## src/hdl/sleep_timer_pkg.sv

```systemverilog
// Package for the 24-bit sleep timer: register offsets, reset values and widths.
// Assumes an 8-bit special function register bus with byte addresses.
`default_nettype none
package sleep_timer_pkg;
  localparam int CLOCK_HZ = 50_000_000;
  localparam int LF_CLOCK_HZ = 32_768;
  localparam int COUNT_WIDTH = 24;
  localparam logic [7:0] COUNT_LOW_ADDR = 8'h95;
  localparam logic [7:0] COUNT_MIDDLE_ADDR = 8'h96;
  localparam logic [7:0] COUNT_HIGH_ADDR = 8'h97;
  localparam logic [23:0] COUNT_RESET = 24'h000000;
  // The compare value after reset is only 20 bits of ones, not 24, so software
  // must write all three bytes before relying on a match in the upper range.
  localparam logic [23:0] COMPARE_RESET = 24'h0fffff;
  localparam logic [7:0] STAGE_RESET = 8'h00;
  localparam logic [7:0] READ_RESET = 8'h00;
  localparam logic [15:0] LATCH_RESET = 16'h0000;
  localparam int SLEEP_INTERRUPT_NUMBER = 5;
  localparam int SLEEP_DMA_TRIGGER_NUMBER = 9;

  typedef enum logic [1:0] {
    ACTIVE_POWER_MODE,
    LIGHT_SLEEP_MODE,
    DEEP_SLEEP_MODE,
    OTHER_POWER_MODE
  } power_mode_t;
endpackage : sleep_timer_pkg
`default_nettype wire

```

## src/hdl/lf_tick_if.sv

```systemverilog
// Interface carrying the filtered low-frequency clock tick to the counter.
// Assumes both ends run on the system clock.
`default_nettype none
interface lf_tick_if;
  logic tick;
  logic level;
  modport source (output tick, output level);
  modport sink (input tick, input level);
endinterface : lf_tick_if
`default_nettype wire

```

## src/hdl/lf_tick_sync.sv

```systemverilog
// Synchroniser and rising-edge detector for the 32.768 kHz clock pin.
// Assumes the pin is asynchronous to the system clock and much slower.
`default_nettype none
module lf_tick_sync (
  input wire logic clock,          // System clock
  input wire logic srst,           // Synchronous reset, active high
  input wire logic lfClockPin,     // Low-frequency clock from the pin
  lf_tick_if.source tickLink       // Filtered level and one-cycle tick
);
  logic sync1;
  logic sync2;
  logic sync3;
  logic level;
  logic agree;

  // A change only counts once the second and third stages agree, so one
  // metastable sample can never produce a tick.
  assign agree = (sync2 == sync3);
  assign tickLink.tick = agree && sync2 && !level;
  assign tickLink.level = level;

  always_ff @(posedge clock) begin
    if (srst) begin
      sync1 <= 1'b0;
      sync2 <= 1'b0;
      sync3 <= 1'b0;
      level <= 1'b0;
    end else begin
      sync1 <= lfClockPin;
      sync2 <= sync1;
      sync3 <= sync2;
      if (agree) begin
        level <= sync2;
      end
    end
  end
endmodule : lf_tick_sync
`default_nettype wire

```

## src/hdl/sleep_timer_24bit.sv

```systemverilog
// Contract
// - The count is 24 bits wide and steps by one on each 32.768 kHz clock cycle.
// - Counting starts when reset is released and never halts, with no way to stop it.
// - A compare event is seen whenever the count becomes equal to the compare value.
// - Each compare event sets the sleep compare flag of interrupt source 5.
// - The interrupt reaches the core only while the sleep interrupt enable is set.
// - The count runs in both sleep modes and its compare event wakes the device.
// - After reset the compare value is 0xFFFFF until software writes it.
// - The compare event is also given out as DMA trigger 9.
// - The count is read through three byte registers, high byte giving bits 23:16.
// - Middle and high reads return the count latched when the low byte was read.
// - A high byte write stages compare bits 23:16, committed by the low byte write.
// - The count serves as a time base for the MAC timer across sleep.
// - The middle byte reads latched bits 15:8 and a write stages compare bits 15:8.
// - The low byte reads bits 7:0 and a write sets compare bits 7:0 and commits.
//
// Top of the sleep timer: counter, compare logic and the three byte registers.
// Assumes a one-cycle read and write strobe bus from the core, and that the core
// holds the interrupt flag register and clears the flag through flagClear.
`default_nettype none
module sleep_timer_24bit (
  input wire logic clock,                          // System clock, 50 MHz
  input wire logic srst,                           // Synchronous reset, active high
  input wire logic lfClockPin,                     // 32.768 kHz clock input
  input wire logic [7:0] sfrAddr,                  // Register byte address
  input wire logic sfrWrite,                       // Write strobe, one cycle
  input wire logic sfrRead,                        // Read strobe, one cycle
  input wire logic [7:0] sfrWdata,                 // Write data
  output logic [7:0] sfrRdata,                     // Read data, valid after read
  output logic sfrHit,                             // Address is one of ours
  input wire logic sleepInterruptEnable,           // Enable bit of the sleep interrupt
  input wire logic flagClear,                      // Core clears the sleep compare flag
  input wire sleep_timer_pkg::power_mode_t powerMode, // Present power mode
  output logic sleepCompareFlag,                   // Sticky compare flag
  output logic interruptRequest,                   // Gated request to the core
  output logic dmaTrigger,                         // One-cycle DMA trigger pulse
  output logic wakeRequest,                        // One-cycle wake pulse in sleep
  output logic [23:0] macTimeBase,                 // Running count for the MAC timer
  output logic macTimeTick                         // One-cycle pulse per count step
);
  lf_tick_if tickLink ();

  lf_tick_sync tickSync (
    .clock(clock),
    .srst(srst),
    .lfClockPin(lfClockPin),
    .tickLink(tickLink.source)
  );

  logic [23:0] count;
  logic [23:0] compare;
  logic [7:0] stageHigh;
  logic [7:0] stageMiddle;
  logic [15:0] readLatch;
  logic compareEvent;
  logic tickDelayed;

  wire tick = tickLink.tick;
  wire lfLevel = tickLink.level;
  wire [23:0] countPlusOne = count + 24'h000001;
  wire selLow = (sfrAddr == sleep_timer_pkg::COUNT_LOW_ADDR);
  wire selMiddle = (sfrAddr == sleep_timer_pkg::COUNT_MIDDLE_ADDR);
  wire selHigh = (sfrAddr == sleep_timer_pkg::COUNT_HIGH_ADDR);
  wire readLow = sfrRead && selLow;
  wire writeLow = sfrWrite && selLow;
  wire writeMiddle = sfrWrite && selMiddle;
  wire writeHigh = sfrWrite && selHigh;
  // Equality is tested against the value the count is about to take.
  wire compareHit = tick && (countPlusOne == compare);
  wire inSleep = (powerMode == sleep_timer_pkg::LIGHT_SLEEP_MODE) ||
                 (powerMode == sleep_timer_pkg::DEEP_SLEEP_MODE);
  wire [7:0] readMux = selLow ? count[7:0] :
                       selMiddle ? readLatch[7:0] :
                       selHigh ? readLatch[15:8] :
                       8'h00;

  assign sfrHit = selLow || selMiddle || selHigh;
  assign interruptRequest = sleepCompareFlag && sleepInterruptEnable;
  assign dmaTrigger = compareEvent;
  assign macTimeBase = count;
  assign macTimeTick = tickDelayed;

  // The counter has no enable: it runs in every power mode and wraps silently.
  always_ff @(posedge clock) begin
    if (srst) begin
      count <= sleep_timer_pkg::COUNT_RESET;
    end else if (tick) begin
      count <= countPlusOne;
    end
  end

  always_ff @(posedge clock) begin
    if (srst) begin
      compareEvent <= 1'b0;
      wakeRequest <= 1'b0;
      tickDelayed <= 1'b0;
    end else begin
      compareEvent <= compareHit;
      wakeRequest <= compareHit && inSleep;
      tickDelayed <= tick;
    end
  end

  // A compare in the same cycle as a clear keeps the flag set.
  always_ff @(posedge clock) begin
    if (srst) begin
      sleepCompareFlag <= 1'b0;
    end else if (compareHit) begin
      sleepCompareFlag <= 1'b1;
    end else if (flagClear) begin
      sleepCompareFlag <= 1'b0;
    end
  end

  // Upper bytes are staged so that a three-write update never shows a mixed
  // compare value that could match by accident.
  always_ff @(posedge clock) begin
    if (srst) begin
      stageHigh <= sleep_timer_pkg::STAGE_RESET;
      stageMiddle <= sleep_timer_pkg::STAGE_RESET;
      compare <= sleep_timer_pkg::COMPARE_RESET;
    end else begin
      if (writeHigh) begin
        stageHigh <= sfrWdata;
      end
      if (writeMiddle) begin
        stageMiddle <= sfrWdata;
      end
      if (writeLow) begin
        compare <= {stageHigh, stageMiddle, sfrWdata};
      end
    end
  end

  // Reading the low byte freezes the upper bytes so software gets one coherent
  // sample even if the count steps between its reads.
  always_ff @(posedge clock) begin
    if (srst) begin
      readLatch <= sleep_timer_pkg::LATCH_RESET;
      sfrRdata <= sleep_timer_pkg::READ_RESET;
    end else begin
      if (readLow) begin
        readLatch <= count[23:8];
      end
      if (sfrRead) begin
        sfrRdata <= readMux;
      end
    end
  end
endmodule : sleep_timer_24bit
`default_nettype wire

```

## config.mk

```make
export PLATFORM = sky130hd
export DESIGN_NAME = sleep_timer_24bit
export DESIGN_NICKNAME = d
export VERILOG_FILES = /design/src/hdl/sleep_timer_pkg.sv /design/src/hdl/lf_tick_if.sv /design/src/hdl/lf_tick_sync.sv /design/src/hdl/sleep_timer_24bit.sv
export SDC_FILE = /design/constraint.sdc
export NUM_CORES = 1
export LEC_CHECK = 0
export BUFFER_PORTS_ARGS = -buffer_cell sky130_fd_sc_hd__buf_2
export CAP_MARGIN = 20
export CORE_MARGIN = 4
export CORE_UTILIZATION = 45
export CTS_CLUSTER_SIZE = 12
export DETAILED_ROUTE_END_ITERATION = 12
export GPL_TIMING_DRIVEN = 0
export PLACE_DENSITY = 0.76
export SYNTH_ARGS = -nofsm -noshare
export SYNTH_HDL_FRONTEND = slang
export SYNTH_SLANG_ARGS = --single-unit
```

## constraint.sdc

```tcl
create_clock -name clock -period 5.9 [get_ports clock]
set_clock_uncertainty 0.15 [all_clocks]
set_input_delay 0 -clock clock [delete_from_list [all_inputs] [get_ports clock]]
set_output_delay 0 -clock clock [all_outputs]
set_load 0.02 [all_outputs]
```

==> impl_results.md, run 1 <==
- Fin. Hold Viols: 0
- Crit path kind: register to register
- R2R Setup Slk: 3.11 ns
- Final instance area: 5672 um2
- Cells on Worst Hold Path: 3
- ANT cells: 0
- Hpwl dp: 9.598 mm
- RSZ-0062 raised after global routing: no
- Skew-Pair Late Insertion Delay: 0.37 ns
- Commonest cells after routing, fill and taps aside: nand2_1 (100), dfxtp_1 (96), nor2_1 (63)
- Clk sinks: 96
- WP data arrival: between 2 and 3 ns
- Pre-Repair DR Iteration Count: 5
- Max Fclk: 358.9 MHz
- Total die area: between 10,000 and 15,000 um2
- Wirelength, routed: 12.58 mm
- DR WL/cell: about 16 um
- Total I/O pin count: 63
- Fin crit period: about 2.8 ns
- Req. time, crit path: ~6.1 ns
- Yosys top cell by area: dfxtp_1
- Mapped cell area: 4882 um2
- TritonCTS clock tree: yes
- ANT nets after route: 0
- Distinct cells, synth: 59
- Total number of vias: 4,187
- Layout cell share with drive strength beyond 1: 18.62%
- Final Cycle Share: 47.23%
- Min-Delay Endpoint: compare[15]$_SDFFE_PP1P_
- Sequential fraction of the synthesis area: 39.36%
- Critical Path Fanout Max: 10
- Vias in the first global route: 4,063
- Post-synth EDFFs: 0
- Initial DRC Count: 361
- Grt met1 use: 26.08%
- Leak Pwr: 2.275 nW
- Top_reg_cell synth: dfxtp_1
- Max_slew headroom: 55.02%
- Htree depth: 3
- Final GP Congestion: between 0.9 and 1
- Endpoints failing setup: 0
- Worst vdd ir: 199.8 uV
- Clk buf depth: 2
- First-pass GRT wire length: 20.49 mm
- Reg2reg end: wakeRequest$_SDFF_PP0_
- Reg clk slew, reported paths: 0.08 ns
- Gr ovfl total: 0
- Yosys top cell area share: 39.36%
- Reg2reg path depth: 9
- Vias/cell: 5.327
- Top cells by area, synth: dfxtp_1 (39%), nand2_1 (7.7%), xnor2_1 (5.7%)
- Hold Path Class: primary input to register
- Post-route DRC: 0
- TNS Setup: 0 ns
- Mapped Cells: 560
- Largest net degree at the start of global routing: 15
- Initial core utilization: between 40% and 50%
- Commonest non-fill, non-tap cell in the layout: nand2_1
- Net Count, Synth: 587
- Actual slew at the worst max-slew pin: between 0.6 and 0.7 ns
- CP startpoint kind: register
- Final Net Count: 673
- Number of fill cells: 969
- Area growth, synth to finish: 16.17%
- GRT Util Overall: roughly 20%
- Initial antenna violation count: 0
- Pwr Density: roughly 190 nW/um2
- TritonCTS buffer count: 9
- Root Driver: clkbuf_8
- Core area: approximately 10,000 um2
- Rows: 37
- Syn Area/Cell: 8.718 um2
- Die Wd: roughly 110 um
- Final core utilization: 54.21%
- Status: complete, no violations
- Critical path capture point type: register
- Met2 GRT Util: 32.50%
- Ys Warns: 0
- Post-DP Area: 5363 um2
- Hold_sp: srst
- Slew Limit Fails: 0
- Die Height: between 100 and 150 um
- Gr busiest metal: met2
- GR Util met3: 5.445%
- Max cap viols: 0
- Seq cells post-synth: 96
- Share of flip-flops with an asynchronous set or reset: 0%
- Worst R2R Start: macTimeBase[0]$_SDFFE_PP0P_
- Port bufs: slightly above 60
==> stage by stage <==
step	hold WS (ns)	std cells	worst slack (ns)	power [W]
after floorplan	-0.02921	560	3.360	0.0006842
after global placement	0.06760	758	3.238	0.0007017
after detailed placement	0.1051	758	3.180	0.0007029
after CTS	0.01642	786	3.143	0.001113
after global routing	0.03143	786	3.011	0.001146
final	0.03151	786	3.114	0.001103
==> routing by layer <==
metal / vias to the layer above / part of all wire (%)
li1: 2062 / -
met2: 133 / 47
met4: 0 / 2.3
met5: - / 0
met3: 20 / 6.0
met1: 1972 / 45
==> worst max-delay path by stage <==
stage                           startpoint                      to  slack [ns]
3_3_place_gp   macTimeBase[0]$_SDFFE_PP0P_  wakeRequest$_SDFF_PP0_        3.24
6_report       macTimeBase[0]$_SDFFE_PP0P_  wakeRequest$_SDFF_PP0_        3.11
3_5_place_dp   macTimeBase[0]$_SDFFE_PP0P_  wakeRequest$_SDFF_PP0_        3.18
5_1_grt        macTimeBase[0]$_SDFFE_PP0P_  wakeRequest$_SDFF_PP0_        3.01
2_1_floorplan  macTimeBase[0]$_SDFFE_PP0P_  wakeRequest$_SDFF_PP0_        3.36
4_1_cts        macTimeBase[0]$_SDFFE_PP0P_  wakeRequest$_SDFF_PP0_        3.14
==> layout make-up <==
cell class,count,area [um2],area share [%]
timing repair buffer,75,440.4,7.765
tap,136,170.2,3.000
sequential,96,1922,33.88
clock inverter,3,43.79,0.7721
inverter,5,18.77,0.3309
buffer,44,364.1,6.420
clock buffer,12,135.1,2.383
multi-input combinational,415,2577,45.44
==> cell families (layout without fill, tap and decap cells) <==
| kind of cell | after synthesis | count (layout) | synth area share (%) |
|---|---|---|---|
| fa+ha+maj | 2 | 2 | 0.5125 |
| xor+xnor | 52 | 52 | 9.329 |
| mux | 25 | 25 | 5.331 |
| flops | 96 | 96 | 39.36 |
| compound gates | 65 | 65 | 8.508 |
| buf+inv | 49 | 139 | 7.842 |
| simple gates | 271 | 271 | 29.11 |
==> power breakdown <==
group	internal [W]	switching, W
logic	0.0000198	0.0000254
registers	0.000649	0.00000107
clock network	0.000194	0.000214
==> repair_timing <==
| action | CTS | global route |
|---|---|---|
| hold buffers | 13 | 0 |
| buffers inserted | 0 | 0 |
| gates resized for setup | 0 | 0 |
| hold endpoints to repair | 31 | 0 |
==> flip-flops by register name, summed over array words and instances, names as in the netlist, 8 cells and up <==
| signal | cells |
|---|---|
| sfrRdata | 8 |
| stageMiddle | 8 |
| stageHigh | 8 |
| compare | 24 |
| readLatch | 16 |
| macTimeBase | 24 |
==> worst max-delay path, cell delays in order (launching register included) <==
cell       delay (ns)
dfxtp_1          0.51
ha_1             0.31
nand3_2          0.15
buf_6            0.19
or3_1            0.44
xnor2_1          0.18
a2111oi_2        0.21
o2111a_1         0.26
o2111ai_2        0.18
nor2_1           0.13
==> Yosys cell counts, drive strengths merged (4+ instances only) <==
cell type,number
nor2b,13
nor2,65
inv,5
nor3,6
nor4,9
or3,4
nand2b,4
nand3,16
clkbuf,38
mux2,8
a21oi,35
nand3b,21
mux2i,17
and3,9
nand2,100
nand4,10
o21ai,8
buf,4
xor2,20
dfxtp,96
and4,4
xnor2,32
a22o,8
Power figures use the tool's default switching activity.
==> inputs of run 2 (changes only) <==
PLACE_DENSITY = 0.78   (was 0.76)
clock period = 2.3 ns   (was 5.9 ns; I/O delays follow)
==> run 2 against run 1 <==
Register-to-register slack lost 3.1 ns. Non-clock buffer count increased by 18. Setup slack worse by 3.1 ns. Fmax increased by 22%. First-iteration DRC count is 3.9% higher. Clock power grew to 2.8 times the previous value. Core utilization is 2.6 points higher. Die area is the same. Global-route usage is 0.42 points higher. Routed wire length grew 3.9%. Highest routed layer unchanged.
==> impl_results.md, run 2 (synthesized netlist as in run 1, its figures left out) <==
- Status: complete, no violations
- Rows: 37
- Skew-Pair Late Insertion Delay: 0.38 ns
- R2R Setup Slk: 0.008 ns
- First-pass GRT wire length: 20.93 mm
- Max_slew headroom: a little over half
- Final GP Congestion: 0.9030
- TritonCTS buffer count: 9
- Commonest non-fill, non-tap cell in the layout: nand2_1
- ANT cells: 0
- Worst R2R Start: macTimeBase[0]$_SDFFE_PP0P_
- Tot Pwr: 0.002921 W
- Hold Slack: 0.01208 ns
- Crit path kind: register to register
- Sequential Area: 1944 um2
- Total I/O pin count: 63
- Root Driver: clkbuf_8
- Largest net degree at the start of global routing: 17
- Final Cycle Share: 99.65%
- Reg clk slew, reported paths: 0.09 ns
- ANT nets after route: 0
- Max Fclk: around 440 MHz
- Leak Pwr: 2.386 nW
- Initial antenna violation count: 0
- Vias in the first global route: 4,223
- TNS Setup: 0 ns
- RSZ-0062 raised after global routing: yes
- Clk buf depth: 2
- Commonest cells after routing, fill and taps aside: nand2_1 (100), dfxtp_1 (84), buf_2 (63)
- Hold Path Class: primary input to register
- First element of the critical path: macTimeBase[0]$_SDFFE_PP0P_
- Hold_sp: srst
- Area growth, synth to finish: 21.73%
- Req. time, crit path: roughly 2.5 ns
- Cells on Worst Hold Path: 3
- Placed cells: 758
- Clk sinks: 96
- Core area: 10,460 um2
- Post-route DRC: 0
- Die Wd: 112.2 um
- Initial DRC Count: 375
- Final Net Count: about 690
- Hpwl dp: 9.695 mm
- CP startpoint kind: register
- Wirelength, routed: 13.07 mm
- WP data arrival: 2.46 ns
- DR WL/cell: 16.23 um
- Gr ovfl total: 0
- Final core utilization: a little under three fifths
- Pwr Density: around 490 nW/um2
- TritonCTS clock tree: yes
- Pre-Repair DR Iteration Count: 6
- Die Height: 112.2 um
- Slew Limit Fails: 0
- Total die area: 12,580 um2
- Max cap viols: 0
- Port bufs: 62
- Fin. Hold Viols: 0
- Fin crit period: approximately 2.3 ns
- Endpoints failing setup: 0
- Actual slew at the worst max-slew pin: 0.7097 ns
- Total number of vias: 4,342
- GRT Util Overall: 20.53%
- Min-Delay Endpoint: compare[15]$_SDFFE_PP1P_
- Reg2reg path depth: 9
- Initial core utilization: 46.66%
- Number of fill cells: 961
- Multi-input logic area: 2660 um2
- Worst vdd ir: 389.9 uV
- Vias/cell: 5.394
- Reg2reg end: wakeRequest$_SDFF_PP0_
- Layout cell share with drive strength beyond 1: around a quarter
- Critical path capture point type: register
- Critical Path Fanout Max: 7
- Htree depth: 3
- Non-Filler Instances: 805
## run 2: cell count changes in the layout (fill, tap and decap cells not counted), moves of 3 or more
cell,previous run,this run
buf_4,1,18
dfxtp_1,96,84
dfxtp_2,0,9
clkbuf_1,28,24
nor4_1,5,1
nor4_2,1,5
dfxtp_4,0,3
## run 2: per-layer routing
metal / global-route usage [%] / share of wire (%) / vias to the layer above
met3: 3.989 / 6.2 / 37
met5: 0 / 0 / -
met2: 34.09 / 47 / 168
met4: 8.333 / 3.3 / 0
met1: 26.20 / 43 / 2043
li1: - / - / 2094
## run 2: critical path, stage by stage (launching register included)
cell,delay (ns)
dfxtp_4,0.37
buf_4,0.16
nand4_1,0.13
buf_6,0.18
nor4_2,0.29
xnor2_1,0.12
nor4_2,0.26
and4_1,0.27
o2111ai_2,0.17
nor2_1,0.11
## run 2: where the power goes
part | internal [W] | leakage (nW) | total (W) | switching, W
registers | 0.00166 | 0.781 | 0.00166 | 0.00000260
clock network | 0.000542 | 0.101 | 0.00114 | 0.000599
logic | 0.0000513 | 1.50 | 0.000117 | 0.0000652
total | 0.00225 | 2.39 | 0.00292 | 0.000667
## run 2: final cells by class
type / instances / share of cell area (%)
inverter: 5 / 0.3158
clock inverter: 5 / 1.074
tap: 136 / 2.863
buffer: 42 / 5.937
sequential: 96 / 32.72
clock buffer: 11 / 2.379
timing repair buffer: 95 / 9.958
multi-input combinational: 415 / 44.76
## run 2: worst max path at each step
| stage | endpoint | depth (start not counted) | slack (ns) |
|---|---|---|---|
| global placement | wakeRequest$_SDFF_PP0_ | 8 | -0.32 |
| CTS | wakeRequest$_SDFF_PP0_ | 10 | 0.005 |
| finish | wakeRequest$_SDFF_PP0_ | 9 | 0.008 |
| floorplan | wakeRequest$_SDFF_PP0_ | 8 | 0.007 |
| global route | wakeRequest$_SDFF_PP0_ | 10 | -0.13 |
| detailed placement | sleepCompareFlag$_SDFFE_PP0P_ | 7 | -0.35 |
## run 2: through the flow
| stage | instance area (um2) | setup WS [ns] |
|---|---|---|
| 2_1_floorplan | 4908 | 0.006960 |
| 3_3_place_gp | 5389 | -0.3172 |
| 3_5_place_dp | 5389 | -0.3497 |
| 4_1_cts | 5828 | 0.004799 |
| 5_1_grt | 5943 | -0.1252 |
| 6_report | 5943 | 0.007994 |
## run 2: what timing repair did
action | in CTS | in global routing
endpoints found under the setup margin | 10 | 11
pin swaps | 6 | 11
hold buffers | 13 | 0
gates cloned | 1 | 0
resized for setup | 11 | 25
endpoints found under the hold margin | 31 | 0
setup buffers | 7 | 12
==> inputs of run 3 (changes only) <==
REMOVE_ABC_BUFFERS = 1   (was not set)
==> run 3 against run 2 <==
The flow now finishes with violations (negative setup slack). Flip-flop and latch count is the same. First-iteration DRC count fell by 40%. Core utilization fell by 3.2 points. Critical path depth stayed put. Clock-buffer cell count is 1 higher. Fmax is 5.1% lower. Total power is 6.0% lower. Final cell count is 4.7% lower. Largest cell class unchanged.
==> impl_results.md, run 3 (synthesized netlist as in run 1, its figures left out) <==
- Slack of the critical path: -0.1145 ns
- Clk buf depth: 2
- First-pass GRT wire length: about 19 mm
- Met2 GRT Util: 30.43%
- GRT Util Overall: 18.30%
- Fin. Hold Viols: 0
- Seq pwr share: between 60% and 70%
- Final Net Count: 654
- Initial antenna violation count: 0
- Hold Path Class: primary input to register
- Pre-Repair DR Iteration Count: 8
- Crit path kind: register to register
- Gr ovfl total: 0
- Commonest non-fill, non-tap cell in the layout: nand2_1
- Core area: 10,460 um2
- Vias/cell: 5.409
- Rows: 37
- Pwr Density: 489.9 nW/um2
- Largest net degree at the start of global routing: 96
- Final Cycle Share: 105.0%
- Area growth, synth to finish: 14.79%
- ANT nets after route: 0
- Post-DP Area: about 5000 um2
- Fin crit period: 2.415 ns
- Slew Limit Fails: 0
- Total die area: ~13,000 um2
- Max Fclk: 414.2 MHz
- DR WL/cell: 15.70 um
- TNS Setup: -0.2965 ns
- Wirelength, routed: 12.04 mm
- Number of fill cells: between 900 and 1,000
- Reg clk slew, reported paths: about 0.09 ns
- Hpwl dp: 7.942 mm
- Vias in the first global route: 3,882
- Clock power share: between 30 and 40%
- Final instance area: 5604 um2
- Root Driver: clkbuf_8
- Int Pwr: 0.002125 W
- Max_slew headroom: 35.97%
- Actual slew at the worst max-slew pin: 0.9584 ns
- Total number of vias: 4,149
- Logic gate share of total power: 3.8%
- Skew-Pair Late Insertion Delay: 0.37 ns
- TritonCTS buffer count: 9
- GR Util met3: a little over 3%
- CP startpoint kind: register
- Failing checks: negative setup slack
- Req. time, crit path: 2.45 ns
- ANT cells: 0
- TritonCTS clock tree: yes
- Grt met1 use: 23.51%
- Worst vdd ir: 235.2 uV
- Final GP Congestion: ~0.93
- Switching fraction of total power: 22.61%
- Die Height: 112.2 um
- Commonest cells after routing, fill and taps aside: nand2_1 (100), dfxtp_1 (81), nor2_1 (61), buf_2 (61), a21oi_1 (35)
- Gr busiest metal: met2
- Die Wd: roughly 110 um
- Placement Setup Slack: -0.5410 ns
- Port bufs: a little over 60
- Hold Slack: about 0.032 ns
- Endpoints failing setup: 4
- Htree depth: 3
- Post-route DRC: 0
- Total I/O pin count: 63
- Initial DRC Count: 225
- Critical Path Fanout Max: 7
- Critical path capture point type: register
- Leak Pwr: 2.241 nW
- Clk sinks: 96
- Status: complete, but fails checks
- Layout cell share with drive strength beyond 1: 24.25%
- Sw Pwr: 0.0006207 W
- WP data arrival: 2.57 ns
- RSZ-0062 raised after global routing: yes
- Initial core utilization: 46.66%
- Max cap viols: 0
==> run 3: critical path: stages (launching register included) <==
cell and delay (ns):
dfxtp_4 0.40, ha_4 0.17, nand3_4 0.14, buf_6 0.15, or3_4 0.41, xnor2_2 0.15, a2111oi_2 0.21, o2111a_1 0.29
o2111ai_4 0.16, nor2_2 0.11
==> run 3: per-stage QoR <==
| stage | instances | power [W] | utilization, % |
|---|---|---|---|
| 2_1_floorplan | 516 | 0.001729 | - |
| 3_3_place_gp | 714 | 0.001788 | 47.78 |
| 3_5_place_dp | 714 | 0.001790 | 47.80 |
| 4_1_cts | 755 | 0.002757 | 52.20 |
| 5_1_grt | 767 | 0.002838 | 53.56 |
| 6_report | 767 | 0.002745 | 53.56 |
==> run 3: layout make-up <==
type,instances,area [um2],area share [%]
Multi-Input combinational cell,415,2655,47.38
Timing Repair Buffer,100,650.6,11.61
Tap cell,136,170.2,3.036
Clock buffer,12,145.1,2.590
Sequential cell,96,1946,34.72
Clock inverter,3,18.77,0.3349
Inverter,5,18.77,0.3349
==> run 3: power groups by stage <==
stage          Combinational [W]  Clock [W]  Sequential [W]
6_report                0.000104   0.000977         0.00166
5_1_grt                 0.000113    0.00106         0.00167
4_1_cts                 0.000103   0.000990         0.00166
3_5_place_dp           0.0000842          0         0.00171
3_3_place_gp           0.0000823          0         0.00171
2_1_floorplan          0.0000235          0         0.00171
==> run 3: path summary, 6_finish.rpt <==
| path | endpoint | from | depth (start not counted) | slack, ns |
|---|---|---|---|---|
| setup / recovery | wakeRequest$_SDFF_PP0_ | macTimeBase[1]$_SDFFE_PP0P_ | 9 | -0.11 |
| hold / removal | sfrRdata[1]$_SDFFE_PP0P_ | sfrAddr[1] | 4 | 0.03 |
| setup reg to reg | wakeRequest$_SDFF_PP0_ | macTimeBase[1]$_SDFFE_PP0P_ | 9 | -0.11 |
| hold reg to reg | tickSync.sync2$_SDFF_PP0_ | tickSync.sync1$_SDFF_PP0_ | 1 | 0.29 |
==> run 3: per-layer routing <==
metal,vias up,wire length [um]
li1,2022,-
met1,1970,5402
met2,128,5786
met3,29,547
met4,0,303
met5,-,0
==> run 3: timing repair <==
| action | in CTS | in global routing |
|---|---|---|
| endpoints found under the setup margin | 15 | 18 |
| endpoints found under the hold margin | 35 | 0 |
| pin swaps | 4 | 10 |
| setup buffers | 13 | 12 |
| cloned | 0 | 0 |
| hold buffers | 13 | 0 |
| resized for setup | 23 | 10 |
